`src/design/hotplug_slot_regs.svh`:
```
// Register indices, field positions, reset values of the hot-plug slot bank
`ifndef HOTPLUG_SLOT_REGS_SVH
`define HOTPLUG_SLOT_REGS_SVH

// ****************************************************************
// Register indices (byte address is four times the index)
// ****************************************************************
`define HPS_CTL_INDEX 12'h058
`define HPS_STS_INDEX 12'h05a
`define HPS_CFG_INDEX 12'h060

// ****************************************************************
// Slot control fields
// ****************************************************************
`define HPS_CTL_EN_LSB 0
`define HPS_CTL_EN_W 5
`define HPS_CTL_IRQ_EN_BIT 5
`define HPS_CTL_TOGGLE_BIT 11
`define HPS_CTL_RESET 16'h0000

// ****************************************************************
// Slot status fields
// ****************************************************************
`define HPS_STS_BUTTON_BIT 0
`define HPS_STS_PFAULT_BIT 1
`define HPS_STS_LATCH_CHG_BIT 2
`define HPS_STS_PRES_CHG_BIT 3
`define HPS_STS_CMD_DONE_BIT 4
`define HPS_STS_LATCH_BIT 5
`define HPS_STS_PRES_BIT 6
`define HPS_STS_INTLK_BIT 7
`define HPS_STS_FLAGS_RESET 5'h00
`define HPS_STS_LATCH_RESET 1'h0
`define HPS_STS_PRES_RESET 1'h1
`define HPS_STS_INTLK_RESET 1'h0

// ****************************************************************
// Switch and capability configuration fields
// ****************************************************************
`define HPS_CFG_MODE_BIT 0
`define HPS_CFG_INTLK_CAP_BIT 1
`define HPS_CFG_MODE_RESET 1'h1
`define HPS_CFG_INTLK_CAP_RESET 1'h0

`endif

```
`src/design/hotplug_slot_pkg.sv`:
```
// Types shared by the hot-plug slot register bank
package hotplug_slot_pkg;

    // ****************************************************************
    // Bus handshake phase
    // ****************************************************************
    typedef enum logic [0:0] {PH_IDLE, PH_ACK} apb_phase_e;

    // ****************************************************************
    // Register selection
    // ****************************************************************
    typedef enum logic [1:0] {SEL_NONE, SEL_CTL, SEL_STS, SEL_CFG} reg_sel_e;

    typedef logic [15:0] reg16_t;

endpackage : hotplug_slot_pkg

```
`src/design/event_detect.sv`:
```
// Rising-edge and change detection on synchronised slot levels
`timescale 1ns/100ps

module event_detect #(
    parameter int WIDTH = 4,
    parameter logic [WIDTH-1:0] RESET_VAL = '0
) (
    // Clock and reset
    input wire logic clk_i,
    input wire logic rst_b_i,
    // Levels in, one-cycle events out
    input wire logic [WIDTH-1:0] level_i,
    output logic [WIDTH-1:0] rise_o,
    output logic [WIDTH-1:0] change_o
);

    generate
        if (WIDTH < 1)
        begin : g_bad_width
            $error("WIDTH must be at least 1");
        end
    endgenerate

    typedef struct packed {
        logic [WIDTH-1:0] prev;
        logic [WIDTH-1:0] rise;
        logic [WIDTH-1:0] change;
    } edge_s;

    edge_s st_ff;
    edge_s nxt_st;

    always_comb
    begin
        nxt_st.prev = level_i;
        nxt_st.rise = level_i & ~st_ff.prev;
        nxt_st.change = level_i ^ st_ff.prev;
    end

    always_ff @(posedge clk_i)
    begin
        if (!rst_b_i)
            st_ff <= {RESET_VAL, {WIDTH{1'b0}}, {WIDTH{1'b0}}};
        else
            st_ff <= nxt_st;
    end

    assign rise_o = st_ff.rise;
    assign change_o = st_ff.change;

endmodule : event_detect

```
`src/design/hotplug_slot_status_interlock.sv`:
```
// Hot-plug slot status flags, live slot state and interlock control
//
// Notes on behaviour
// - The interlock control bit always reads back as zero.
// - With an interlock fitted, writing one toggles it; zero does nothing.
// - Control bit is read-only zero if capability off or mode cleared.
// - In legacy mode writes to the interlock control bit are ignored.
// - Button flag, bit 0, sets on press; write one clears; resets zero.
// - Power fault flag, bit 1, sets on fault; write one clears.
// - Latch changed flag, bit 2, sets on any latch sensor change.
// - Presence changed flag, bit 3, sets on any presence change.
// - Command done flag, bit 4, sets when a command finishes.
// - Bit 5 shows live latch state, one is open, resets zero.
// - Bit 6 shows card presence, one is present, resets one.
// - Bit 7 shows interlock state when fitted, one is engaged.
// - Interlock state reads zero in legacy mode.
// - Enabled events that newly set a clear flag raise a hot-plug event when interrupts are enabled.
//
// Added by the designer: register access over APB.
`timescale 1ns/100ps
`include "hotplug_slot_regs.svh"

module hotplug_slot_status_interlock #(
    parameter int ADDR_W = 12
) (
    // Clock and reset
    input wire logic clk_i,
    input wire logic rst_b_i,
    // APB slave
    input wire logic psel_i,
    input wire logic penable_i,
    input wire logic pwrite_i,
    input wire logic [ADDR_W-1:0] paddr_i,
    input wire logic [31:0] pwdata_i,
    input wire logic [3:0] pstrb_i,
    output logic [31:0] prdata_o,
    output logic pready_o,
    output logic pslverr_o,
    // Slot pins, asynchronous
    input wire logic button_i,
    input wire logic power_fault_i,
    input wire logic latch_open_i,
    input wire logic card_present_i,
    // Hot-plug controller, same clock
    input wire logic cmd_done_i,
    // Interlock drive and hot-plug event
    output logic interlock_drive_o,
    output logic hotplug_event_o
);

    // ****************************************************************
    // Elaboration checks
    // ****************************************************************
    localparam int TOP_BYTE = 4 * `HPS_CFG_INDEX;

    generate
        if (ADDR_W < $clog2(TOP_BYTE + 1))
        begin : g_narrow_addr
            $error("ADDR_W cannot reach the highest register");
        end
    endgenerate

    generate
        if (ADDR_W > 32)
        begin : g_wide_addr
            $error("ADDR_W must not exceed 32");
        end
    endgenerate

    generate
        if (`HPS_CTL_EN_W != `HPS_STS_CMD_DONE_BIT + 1)
        begin : g_bad_flags
            $error("Flag field must cover status bits 4:0");
        end
    endgenerate

    generate
        if (`HPS_CTL_TOGGLE_BIT > 15 || `HPS_STS_INTLK_BIT > 15)
        begin : g_bad_field
            $error("Field positions must lie in the low half-word");
        end
    endgenerate

    // ****************************************************************
    // State
    // ****************************************************************
    typedef struct packed {
        hotplug_slot_pkg::apb_phase_e phase;
        logic pready;
        logic pslverr;
        logic [31:0] prdata;
        logic [`HPS_CTL_EN_W-1:0] event_en;
        logic irq_en;
        logic [`HPS_CTL_EN_W-1:0] flags;
        logic interlock;
        logic mode_sel;
        logic intlk_cap;
        logic event_pulse;
    } hps_state_s;

    localparam hps_state_s RESET_ST = '{
        phase: hotplug_slot_pkg::PH_IDLE,
        pready: 1'b0,
        pslverr: 1'b0,
        prdata: 32'h0000_0000,
        event_en: `HPS_CTL_EN_W'(`HPS_CTL_RESET),
        irq_en: 1'b0,
        flags: `HPS_STS_FLAGS_RESET,
        interlock: `HPS_STS_INTLK_RESET,
        mode_sel: `HPS_CFG_MODE_RESET,
        intlk_cap: `HPS_CFG_INTLK_CAP_RESET,
        event_pulse: 1'b0
    };

    localparam logic [3:0] PIN_RESET =
        {`HPS_STS_PRES_RESET, `HPS_STS_LATCH_RESET, 2'h0};

    hps_state_s st_ff;
    hps_state_s nxt_st;

    logic [3:0] pin_level;
    logic [3:0] pin_rise;
    logic [3:0] pin_change;

    // ****************************************************************
    // Pin synchronisers and event detection
    // ****************************************************************
    pin_sync #(
        .WIDTH(4),
        .RESET_VAL(PIN_RESET)
    ) u_pin_sync (
        .clk_i(clk_i),
        .rst_b_i(rst_b_i),
        .pin_i({card_present_i, latch_open_i, power_fault_i, button_i}),
        .level_o(pin_level)
    );

    event_detect #(
        .WIDTH(4),
        .RESET_VAL(PIN_RESET)
    ) u_event_detect (
        .clk_i(clk_i),
        .rst_b_i(rst_b_i),
        .level_i(pin_level),
        .rise_o(pin_rise),
        .change_o(pin_change)
    );

    // ****************************************************************
    // Functions
    // ****************************************************************
    function automatic logic [ADDR_W-1:0] byte_addr(
        input logic [11:0] index
    );
        logic [13:0] full;
        full = {index, 2'h0};
        byte_addr = ADDR_W'(full);
    endfunction : byte_addr

    function automatic hotplug_slot_pkg::reg_sel_e decode(
        input logic [ADDR_W-1:0] addr
    );
        if (addr == byte_addr(`HPS_CTL_INDEX))
            decode = hotplug_slot_pkg::SEL_CTL;
        else if (addr == byte_addr(`HPS_STS_INDEX))
            decode = hotplug_slot_pkg::SEL_STS;
        else if (addr == byte_addr(`HPS_CFG_INDEX))
            decode = hotplug_slot_pkg::SEL_CFG;
        else
            decode = hotplug_slot_pkg::SEL_NONE;
    endfunction : decode

    // Expands byte strobes of the low half-word into a bit mask
    function automatic hotplug_slot_pkg::reg16_t lane_mask(
        input logic [3:0] strb
    );
        lane_mask = {{8{strb[1]}}, {8{strb[0]}}};
    endfunction : lane_mask

    // Sticky flag update: a set in the clearing cycle survives
    function automatic logic [`HPS_CTL_EN_W-1:0] sticky(
        input logic [`HPS_CTL_EN_W-1:0] cur,
        input logic [`HPS_CTL_EN_W-1:0] set,
        input logic [`HPS_CTL_EN_W-1:0] clr
    );
        sticky = (cur & ~clr) | set;
    endfunction : sticky

    // ****************************************************************
    // Read views of the registers
    // ****************************************************************
    // Interlock fitted and hot-plug mode selected
    function automatic logic intlk_active(
        input hps_state_s s
    );
        intlk_active = s.intlk_cap & s.mode_sel;
    endfunction : intlk_active

    function automatic hotplug_slot_pkg::reg16_t ctl_view(
        input hps_state_s s
    );
        ctl_view = 16'h0000;
        ctl_view[`HPS_CTL_EN_LSB +: `HPS_CTL_EN_W] = s.event_en;
        ctl_view[`HPS_CTL_IRQ_EN_BIT] = s.irq_en;
        ctl_view[`HPS_CTL_TOGGLE_BIT] = 1'b0;
    endfunction : ctl_view

    function automatic hotplug_slot_pkg::reg16_t sts_view(
        input hps_state_s s,
        input logic [1:0] live
    );
        sts_view = 16'h0000;
        sts_view[`HPS_STS_CMD_DONE_BIT:`HPS_STS_BUTTON_BIT] = s.flags;
        sts_view[`HPS_STS_LATCH_BIT] = live[0];
        sts_view[`HPS_STS_PRES_BIT] = live[1];
        sts_view[`HPS_STS_INTLK_BIT] =
            s.interlock & intlk_active(s);
    endfunction : sts_view

    function automatic hotplug_slot_pkg::reg16_t cfg_view(
        input hps_state_s s
    );
        cfg_view = 16'h0000;
        cfg_view[`HPS_CFG_MODE_BIT] = s.mode_sel;
        cfg_view[`HPS_CFG_INTLK_CAP_BIT] = s.intlk_cap;
    endfunction : cfg_view

    // ****************************************************************
    // Next state
    // ****************************************************************
    always_comb
    begin
        hotplug_slot_pkg::reg_sel_e sel;
        hotplug_slot_pkg::reg16_t wmask;
        hotplug_slot_pkg::reg16_t wbits;
        hotplug_slot_pkg::reg16_t rview;
        logic access;
        logic commit;
        logic wr_ctl;
        logic wr_sts;
        logic wr_cfg;
        logic [`HPS_CTL_EN_W-1:0] ev_set;
        logic [`HPS_CTL_EN_W-1:0] ev_clr;
        logic [`HPS_CTL_EN_W-1:0] fresh;

        nxt_st = st_ff;
        sel = decode(paddr_i);
        wmask = lane_mask(pstrb_i);
        wbits = pwdata_i[15:0] & wmask;
        access = psel_i & penable_i;
        commit = access & st_ff.pready;
        wr_ctl = commit & pwrite_i & (sel == hotplug_slot_pkg::SEL_CTL);
        wr_sts = commit & pwrite_i & (sel == hotplug_slot_pkg::SEL_STS);
        wr_cfg = commit & pwrite_i & (sel == hotplug_slot_pkg::SEL_CFG);
        rview = 16'h0000;

        // Bus handshake: one wait state, then ready for one cycle
        unique case (st_ff.phase)
            hotplug_slot_pkg::PH_IDLE:
            begin
                nxt_st.pready = 1'b0;
                nxt_st.pslverr = 1'b0;
                if (access)
                begin
                    unique case (sel)
                        hotplug_slot_pkg::SEL_CTL: rview = ctl_view(st_ff);
                        hotplug_slot_pkg::SEL_STS:
                            rview = sts_view(st_ff, pin_level[3:2]);
                        hotplug_slot_pkg::SEL_CFG: rview = cfg_view(st_ff);
                        hotplug_slot_pkg::SEL_NONE: rview = 16'h0000;
                    endcase
                    nxt_st.prdata = pwrite_i ? 32'h0000_0000
                        : {16'h0000, rview};
                    nxt_st.pslverr = (sel == hotplug_slot_pkg::SEL_NONE);
                    nxt_st.pready = 1'b1;
                    nxt_st.phase = hotplug_slot_pkg::PH_ACK;
                end
            end
            hotplug_slot_pkg::PH_ACK:
            begin
                nxt_st.pready = 1'b0;
                nxt_st.pslverr = 1'b0;
                nxt_st.phase = hotplug_slot_pkg::PH_IDLE;
            end
        endcase

        // Slot control: event enables and interrupt enable
        if (wr_ctl)
        begin
            nxt_st.event_en = (st_ff.event_en
                & ~wmask[`HPS_CTL_EN_LSB +: `HPS_CTL_EN_W])
                | wbits[`HPS_CTL_EN_LSB +: `HPS_CTL_EN_W];
            if (wmask[`HPS_CTL_IRQ_EN_BIT])
                nxt_st.irq_en = wbits[`HPS_CTL_IRQ_EN_BIT];
        end

        // Interlock toggle on a written one, only when fitted and enabled
        if (wr_ctl && wbits[`HPS_CTL_TOGGLE_BIT]
            && intlk_active(st_ff))
        begin
            nxt_st.interlock = ~st_ff.interlock;
        end

        // Switch configuration: mode selection and interlock capability
        if (wr_cfg)
        begin
            if (wmask[`HPS_CFG_MODE_BIT])
                nxt_st.mode_sel = wbits[`HPS_CFG_MODE_BIT];
            if (wmask[`HPS_CFG_INTLK_CAP_BIT])
                nxt_st.intlk_cap = wbits[`HPS_CFG_INTLK_CAP_BIT];
        end

        // Slot events into sticky flags
        ev_set = 5'h00;
        ev_set[`HPS_STS_BUTTON_BIT] = pin_rise[0];
        ev_set[`HPS_STS_PFAULT_BIT] = pin_rise[1];
        ev_set[`HPS_STS_LATCH_CHG_BIT] = pin_change[2];
        ev_set[`HPS_STS_PRES_CHG_BIT] = pin_change[3];
        ev_set[`HPS_STS_CMD_DONE_BIT] = cmd_done_i;
        ev_clr = wr_sts ? wbits[`HPS_STS_CMD_DONE_BIT:0] : 5'h00;
        nxt_st.flags = sticky(st_ff.flags, ev_set,
            ev_clr);

        // Hot-plug event for an enabled flag that newly becomes set
        fresh = ev_set & ~st_ff.flags & st_ff.event_en;
        nxt_st.event_pulse = st_ff.irq_en & (|fresh);
    end

    // ****************************************************************
    // State register
    // ****************************************************************
    always_ff @(posedge clk_i)
    begin
        if (!rst_b_i)
            st_ff <= RESET_ST;
        else
            st_ff <= nxt_st;
    end

    // ****************************************************************
    // Outputs
    // ****************************************************************
    assign prdata_o = st_ff.prdata;
    assign pready_o = st_ff.pready;
    assign pslverr_o = st_ff.pslverr;
    assign interlock_drive_o = st_ff.interlock;
    assign hotplug_event_o = st_ff.event_pulse;

endmodule : hotplug_slot_status_interlock

```
`src/design/pin_sync.sv`:
```
// Two-stage synchroniser for a group of slot pins
`timescale 1ns/100ps

module pin_sync #(
    parameter int WIDTH = 4,
    parameter logic [WIDTH-1:0] RESET_VAL = '0
) (
    // Clock and reset
    input wire logic clk_i,
    input wire logic rst_b_i,
    // Pins and synchronised levels
    input wire logic [WIDTH-1:0] pin_i,
    output logic [WIDTH-1:0] level_o
);

    generate
        if (WIDTH < 1)
        begin : g_bad_width
            $error("WIDTH must be at least 1");
        end
    endgenerate

    typedef struct packed {
        logic [WIDTH-1:0] stage1;
        logic [WIDTH-1:0] stage2;
    } sync_s;

    sync_s st_ff;
    sync_s nxt_st;

    always_comb
    begin
        nxt_st.stage1 = pin_i;
        nxt_st.stage2 = st_ff.stage1;
    end

    always_ff @(posedge clk_i)
    begin
        if (!rst_b_i)
            st_ff <= {RESET_VAL, RESET_VAL};
        else
            st_ff <= nxt_st;
    end

    assign level_o = st_ff.stage2;

endmodule : pin_sync

```
`config.mk`:
```
export PLATFORM = sky130hd
export DESIGN_NAME = hotplug_slot_status_interlock
export DESIGN_NICKNAME = d
export VERILOG_FILES = /design/src/design/hotplug_slot_pkg.sv /design/src/design/event_detect.sv /design/src/design/hotplug_slot_status_interlock.sv /design/src/design/pin_sync.sv
export VERILOG_INCLUDE_DIRS = /design/src /design/src/design
export SDC_FILE = /design/constraint.sdc
export NUM_CORES = 1
export LEC_CHECK = 0
export ABC_AREA = 0
export BUFFER_PORTS_ARGS = -buffer_cell sky130_fd_sc_hd__clkbuf_2
export CORE_UTILIZATION = 42
export CTS_BUF_LIST = sky130_fd_sc_hd__clkbuf_8
export CTS_CLUSTER_SIZE = 16
export DETAILED_ROUTE_END_ITERATION = 7
export PLACE_DENSITY_LB_ADDON = 0.2
export SYNTH_ARGS = -nofsm -noshare
export SYNTH_HDL_FRONTEND = slang
export SYNTH_SLANG_ARGS = --single-unit
```
`constraint.sdc`:
```
create_clock -name clk_i -period 1.2 [get_ports clk_i]
set_input_delay 0.24 -clock clk_i [delete_from_list [all_inputs] [get_ports clk_i]]
set_output_delay 0.24 -clock clk_i [all_outputs]
set_load 0.02 [all_outputs]
```
==> flow_summary.yaml, run 1 <==
status:
  run_status: "finished clean"
critical_path:
  cp.required_ps: 1430
  cp-end-kind: "register"
  criticalPathCategory: "register to register"
  start_kind: "register"
  cp.arrival_ps: 1410
  slowest_stage: "dfxtp_2"
  cp_max_fo: 4
  path_cells: "and4_4 > buf_4 > and3_1 > nand4_1 > a21oi_2"
  max_stage_delay_ps: 340
die:
  initial_utilization: 0.434
  fp.dieW_um: 69.1
  die-height_um: 69.1
  core_um2: 4350
  die_area_um2: 4780
  ioPinCount: 94
  num_rows: 24
global_routing:
  grt_max_degree: 17
  grt_usage: 0.155
  gr-total-overflow: 0
  grt_first_pass_wirelength_um: 5770
  antenna_found_initial: 0
  grt_pass1_vias: 1260
clock_tree:
  cts_buffer_depth: 2
  cts_tree: "yes"
  clk_pin_slew_worst_paths_ps: 80
  ctsHtreeMaxLevel: 2
  cts_buffers: 5
  cts_sinks: 41
  hold_buffers: 0
  worstSkewPairLatency_ps: 300
  root_buffer: "clkbuf_8"
timing:
  max_freq_mhz: 846
  final.setup.worst_slack_ps: 17.5
  rsz0062_at_grt: "true"
  setup_viol: 0
  report.final.hold_viol_count: 0
  whs_ps: 126
  skew_ps: 8.15
  finalCriticalPeriod_ps: 1180
  period_share: 0.985
  slew_viol_final: 0
route:
  vias_per_cell: 4.70
  via_count: 1420
  postRouteAntennaNets: 0
  first_pass_iters: 4
  drt_iter0_drc: 86
  post_drt_wl_per_cell_um: 11.8
  drcViolationCount: 0
  totalWireLength_um: 3550
finish:
  synthToLayoutAreaGrowth_pct: 15.4
  layout_common_cells: "41 x clkbuf_2, 40 x dfxtp_1, 25 x nand2_1"
  drive_above_1_share: 0.304
  antenna_cells: 0
  num-fill-cells: 439
  final_common_cell: "clkbuf_2"
  nets: 307
synthesis:
  yosysWarnings: 0
  yosysTopAreaCellShare: 0.434
  synth_area_leaders: "dfxtp_1 43%, buf_4 13%, nand2_1 5.4%, mux2i_1 5.3%, and2_1 3.3%"
  syn_area_um2: 1890
  syn_area_per_cell_um2: 9.18
  ys_seq_elements: 41
  yosysTopAreaCell: "dfxtp_1"
  ys_types: 40
  ys_seq_area_frac: 0.434
  synthCells: 206
power_and_ir_drop:
  leakagePower_nw: 0.939
  vdd_ir_drop_max_v: 0.000641
  pwr_density_cell_nw_per_um2: 1210
place:
  io_buffers: 42
  dp_slack_ps: -270
  gp_congestion: 0.751
  dp_hpwl_um: 2740
flow_run:
  maxCapViolCount: 0
worst_hold_path:
  hp-class: "input port to register"
==> power by group <==
part / total, mW / switching, mW / internal [mW] / leakage (nW)
combinational: 0.262 / 0.168 / 0.0939 / 0.551
clock: 0.982 / 0.463 / 0.520 / 0.0542
sequential: 1.41 / 0.0149 / 1.39 / 0.334
==> path summary, 6_finish.rpt <==
kind / startpoint / to / slack, ps / cells after the start
setup / recovery: st_ff[49]$_SDFF_PP0_ / st_ff[1]$_SDFFE_PN0P_ / 20 / 5
setup reg to reg: st_ff[49]$_SDFF_PP0_ / st_ff[1]$_SDFFE_PN0P_ / 20 / 5
hold / removal: card_present_i / u_pin_sync.nxt_st[3]$_SDFF_PN1_ / 130 / 2
hold reg to reg: u_event_detect.st_ff[9]$_SDFF_PN0_ / u_event_detect.rise_o[1]$_SDFF_PN0_ / 390 / 1
==> critical path: cells and delay by family, from the launching register on <==
family	cells	cell delay [ps]
simple gates	3	520
buf+inv	1	130
compound gates	1	130
flops	1	340
==> per-layer routing <==
metal,GRT usage,vias to the layer above,wire [um]
li1,-,726,-
met1,0.193,648,1720
met2,0.247,41,1630
met3,0.0395,5,145
met4,0.0816,0,54
met5,0,-,0
==> timing repair <==
item,in CTS,in global routing
pin swaps,1,9
endpoints found under the setup margin,4,20
setup buffers,0,0
resized for setup,0,10
==> through the flow <==
| step | setup TNS, ps | utilization | area, um^2 | cells | power, mW |
|---|---|---|---|---|---|
| floorplan | -418 | - | 1980 | 229 | 1.65 |
| global placement | -4540 | 0.472 | 2050 | 294 | 1.69 |
| detailed placement | -4770 | 0.472 | 2050 | 294 | 1.70 |
| CTS | 0 | 0.495 | 2160 | 302 | 2.67 |
| global route | -361 | 0.501 | 2180 | 302 | 2.76 |
| finish | 0 | 0.501 | 2180 | 302 | 2.65 |
==> cells by family (layout without fill, tap and decap cells) <==
kind of cell / count (synthesis) / in the layout / share of synthesized area
DFF: 41 / 41 / 0.434
buffers and inverters: 46 / 67 / 0.159
xor gates and xnor gates: 2 / 2 / 0.00926
other: 1 / 24 / 0.00198
and+or+nand+nor: 77 / 77 / 0.249
AOI/OAI and AO/OA: 29 / 29 / 0.0939
muxes: 10 / 10 / 0.0529
==> Yosys cell counts, drive strengths merged <==
cell	count
a21o	1
a22oi	2
a21oi	1
nand2b	4
and4	3
clkbuf	5
nor4	2
and3	3
inv	8
xnor2	2
nor2b	2
o31ai	2
nand4	3
and2	10
o21bai	1
buf	33
conb	1
o21ai	14
mux2i	10
a311oi	1
nor4b	2
and4bb	1
nor2	8
dfxtp	41
nor3	1
nand3b	4
nand2	27
nand4bb	1
nand3	6
a31oi	7
==> final cells by class <==
class / count / area [um^2] / area share
multi-input cells: 142 / 881 / 0.403
flip-flops and latches: 41 / 822 / 0.377
repair buffers: 51 / 284 / 0.130
clock buffers: 7 / 96.3 / 0.0441
well taps: 52 / 65.1 / 0.0298
inverters: 8 / 30.0 / 0.0138
clock inverters: 1 / 5.00 / 0.00229
No activity file was read; power rests on OpenSTA's default activity.
==> run 2: changes to the inputs <==
--- a/config.mk
+++ b/config.mk
@@ -13,6 +13,8 @@
 export CTS_CLUSTER_SIZE = 16
 export DETAILED_ROUTE_END_ITERATION = 7
 export PLACE_DENSITY_LB_ADDON = 0.2
+export REMOVE_ABC_BUFFERS = 1
+export SLEW_MARGIN = 5
 export SYNTH_ARGS = -nofsm -noshare
 export SYNTH_HDL_FRONTEND = slang
 export SYNTH_SLANG_ARGS = --single-unit
==> run 2 against run 1 <==
First-iteration DRC count down 51%. Combinational power up 2%. Utilization up 1.4 points. Worst hold slack worse by 8.4 ps. Sequential cell count unchanged. Critical path depth unchanged. Clock power up 14%. Die area unchanged. Sequential power about the same. Maximum frequency up 0.27%. Setup slack better by 3.2 ps. Critical endpoint is now st_ff[5]$_SDFF_PN0_. Largest cell class unchanged.
==> flow_summary.yaml, run 2 (synthesis gave the netlist of run 1 again) <==
status:
  run_status: "finished clean"
critical_path:
  cp_num_buf_inv: 1
  cp.required_ps: 1380
  cp_top_family: "simple AND/OR/NAND/NOR gates"
  cp-end-kind: "register"
  slowest_stage: "nor4b_4"
  cp_max_fo: 5
  criticalPathCategory: "input port to register"
  cp.arrival_ps: 1360
  start_kind: "input port"
  path_cells: "buf_6 > nor4b_4 > and3_4 > and4_4 > a31oi_1"
  max_stage_delay_ps: 380
timing:
  rsz0062_at_grt: "true"
  period_share: 0.983
  setup_viol: 0
  tns_ps: 0
  report.final.hold_viol_count: 0
  final.setup.worst_slack_ps: 20.7
  skew_ps: 8.72
  max_freq_mhz: 848
  slew_viol_final: 0
  finalCriticalPeriod_ps: 1180
global_routing:
  grt_max_degree: 17
  grt-busiest-layer: "met2"
  use_met2: 0.252
  grt_usage: 0.151
  grt_pass1_vias: 1342
  gr-usage-met1: 0.176
  gr-usage-met3: 0.0482
  antenna_found_initial: 0
  gr-total-overflow: 0
  grt_first_pass_wirelength_um: 5720
die:
  die-height_um: 69.1
  num_rows: 24
  initial_utilization: 0.434
  fp.dieW_um: 69.1
  core_um2: 4350
  die_area_um2: 4780
  ioPinCount: 94
route:
  totalWireLength_um: 3360
  drt_iter0_drc: 42
  first_pass_iters: 4
  drcViolationCount: 0
  via_count: 1442
  vias_per_cell: 4.70
  postRouteAntennaNets: 0
  post_drt_wl_per_cell_um: 10.9
clock_tree:
  worstSkewPairLatency_ps: 300
  clk_pin_slew_worst_paths_ps: 80
  ctsHtreeMaxLevel: 2
  cts_sinks: 41
  root_buffer: "clkbuf_8"
  cts_buffer_depth: 2
  cts_buffers: 5
  cts_tree: "yes"
finish:
  antenna_cells: 0
  final_common_cell: "clkbuf_2"
  layout_common_cells: "41 x clkbuf_2, 40 x dfxtp_1, 26 x nand2_1"
  nets: 312
  synthToLayoutAreaGrowth_pct: 18.7
  final_core_util: 0.516
  drive_above_1_share: 0.322
worst_hold_path:
  hp-class: "input port to register"
place:
  dp_hpwl_um: 2590
  io_buffers: 42
  dp_slack_ps: -290
  gp_congestion: 0.852
power_and_ir_drop:
  vdd_ir_drop_max_v: 0.000899
  pwr_density_cell_nw_per_um2: 1240
  leakagePower_nw: 0.966
flow_run:
  maxCapViolCount: 0
-- run 2: path summary, 6_finish.rpt --
path                                           start                                   to  slack, ps  cells after the start
setup / recovery                          paddr_i[9]                  st_ff[5]$_SDFF_PN0_         20                      5
hold / removal                        card_present_i      u_pin_sync.nxt_st[3]$_SDFF_PN1_        120                      2
setup reg to reg                st_ff[49]$_SDFF_PP0_                  st_ff[5]$_SDFF_PN0_         50                      4
hold reg to reg   u_event_detect.st_ff[8]$_SDFF_PN0_  u_event_detect.rise_o[0]$_SDFF_PN0_        380                      1
-- run 2: through the flow --
step	instances	area, um^2	hold WS, ps	total power, mW
final	307	2250	118	2.79
after detailed placement	298	2080	378	1.70
after CTS	306	2200	111	2.82
after global routing	307	2250	109	2.91
after global placement	298	2080	371	1.70
after floorplan	191	1710	312	1.57
-- run 2: area by class of cell --
class | instances | area, um^2
well taps | 52 | 65.1
clock inverters | 3 | 43.8
multi-input cells | 142 | 891
flip-flops and latches | 41 | 822
fillers | 425 | 2110
repair buffers | 56 | 325
clock buffers | 5 | 68.8
inverters | 8 | 30.0
-- run 2: worst register-to-register path, delay by kind of cell (launching register included) --
kind / cells / cell delay [ps]
buffers and inverters: 1 / 110
AOI/OAI and AO/OA: 1 / 90
and+or+nand+nor: 2 / 510
DFF: 1 / 340
-- run 2: per-layer routing --
layer / share of wire / vias up / wire, um
met5: 0 / - / 0
met1: 0.45 / 642 / 1530
met4: 0.019 / 0 / 63
met3: 0.060 / 7 / 202
li1: - / 739 / -
met2: 0.47 / 54 / 1570
-- run 2: power by group --
part           internal, mW  switching [mW]  total (mW)  leakage, nW
sequential             1.39          0.0148        1.41        0.334
clock                 0.623           0.497        1.12       0.0585
combinational         0.101           0.166       0.267        0.574
total                  2.12           0.677        2.79        0.966
-- run 2: timing repair --
action / in CTS / in global routing
endpoints found under the setup margin: 2 / 16
gates resized for setup: 1 / 13
gates cloned: 0 / 0
pin swaps: 0 / 7
setup buffers: 0 / 1
hold buffers: 0 / 0
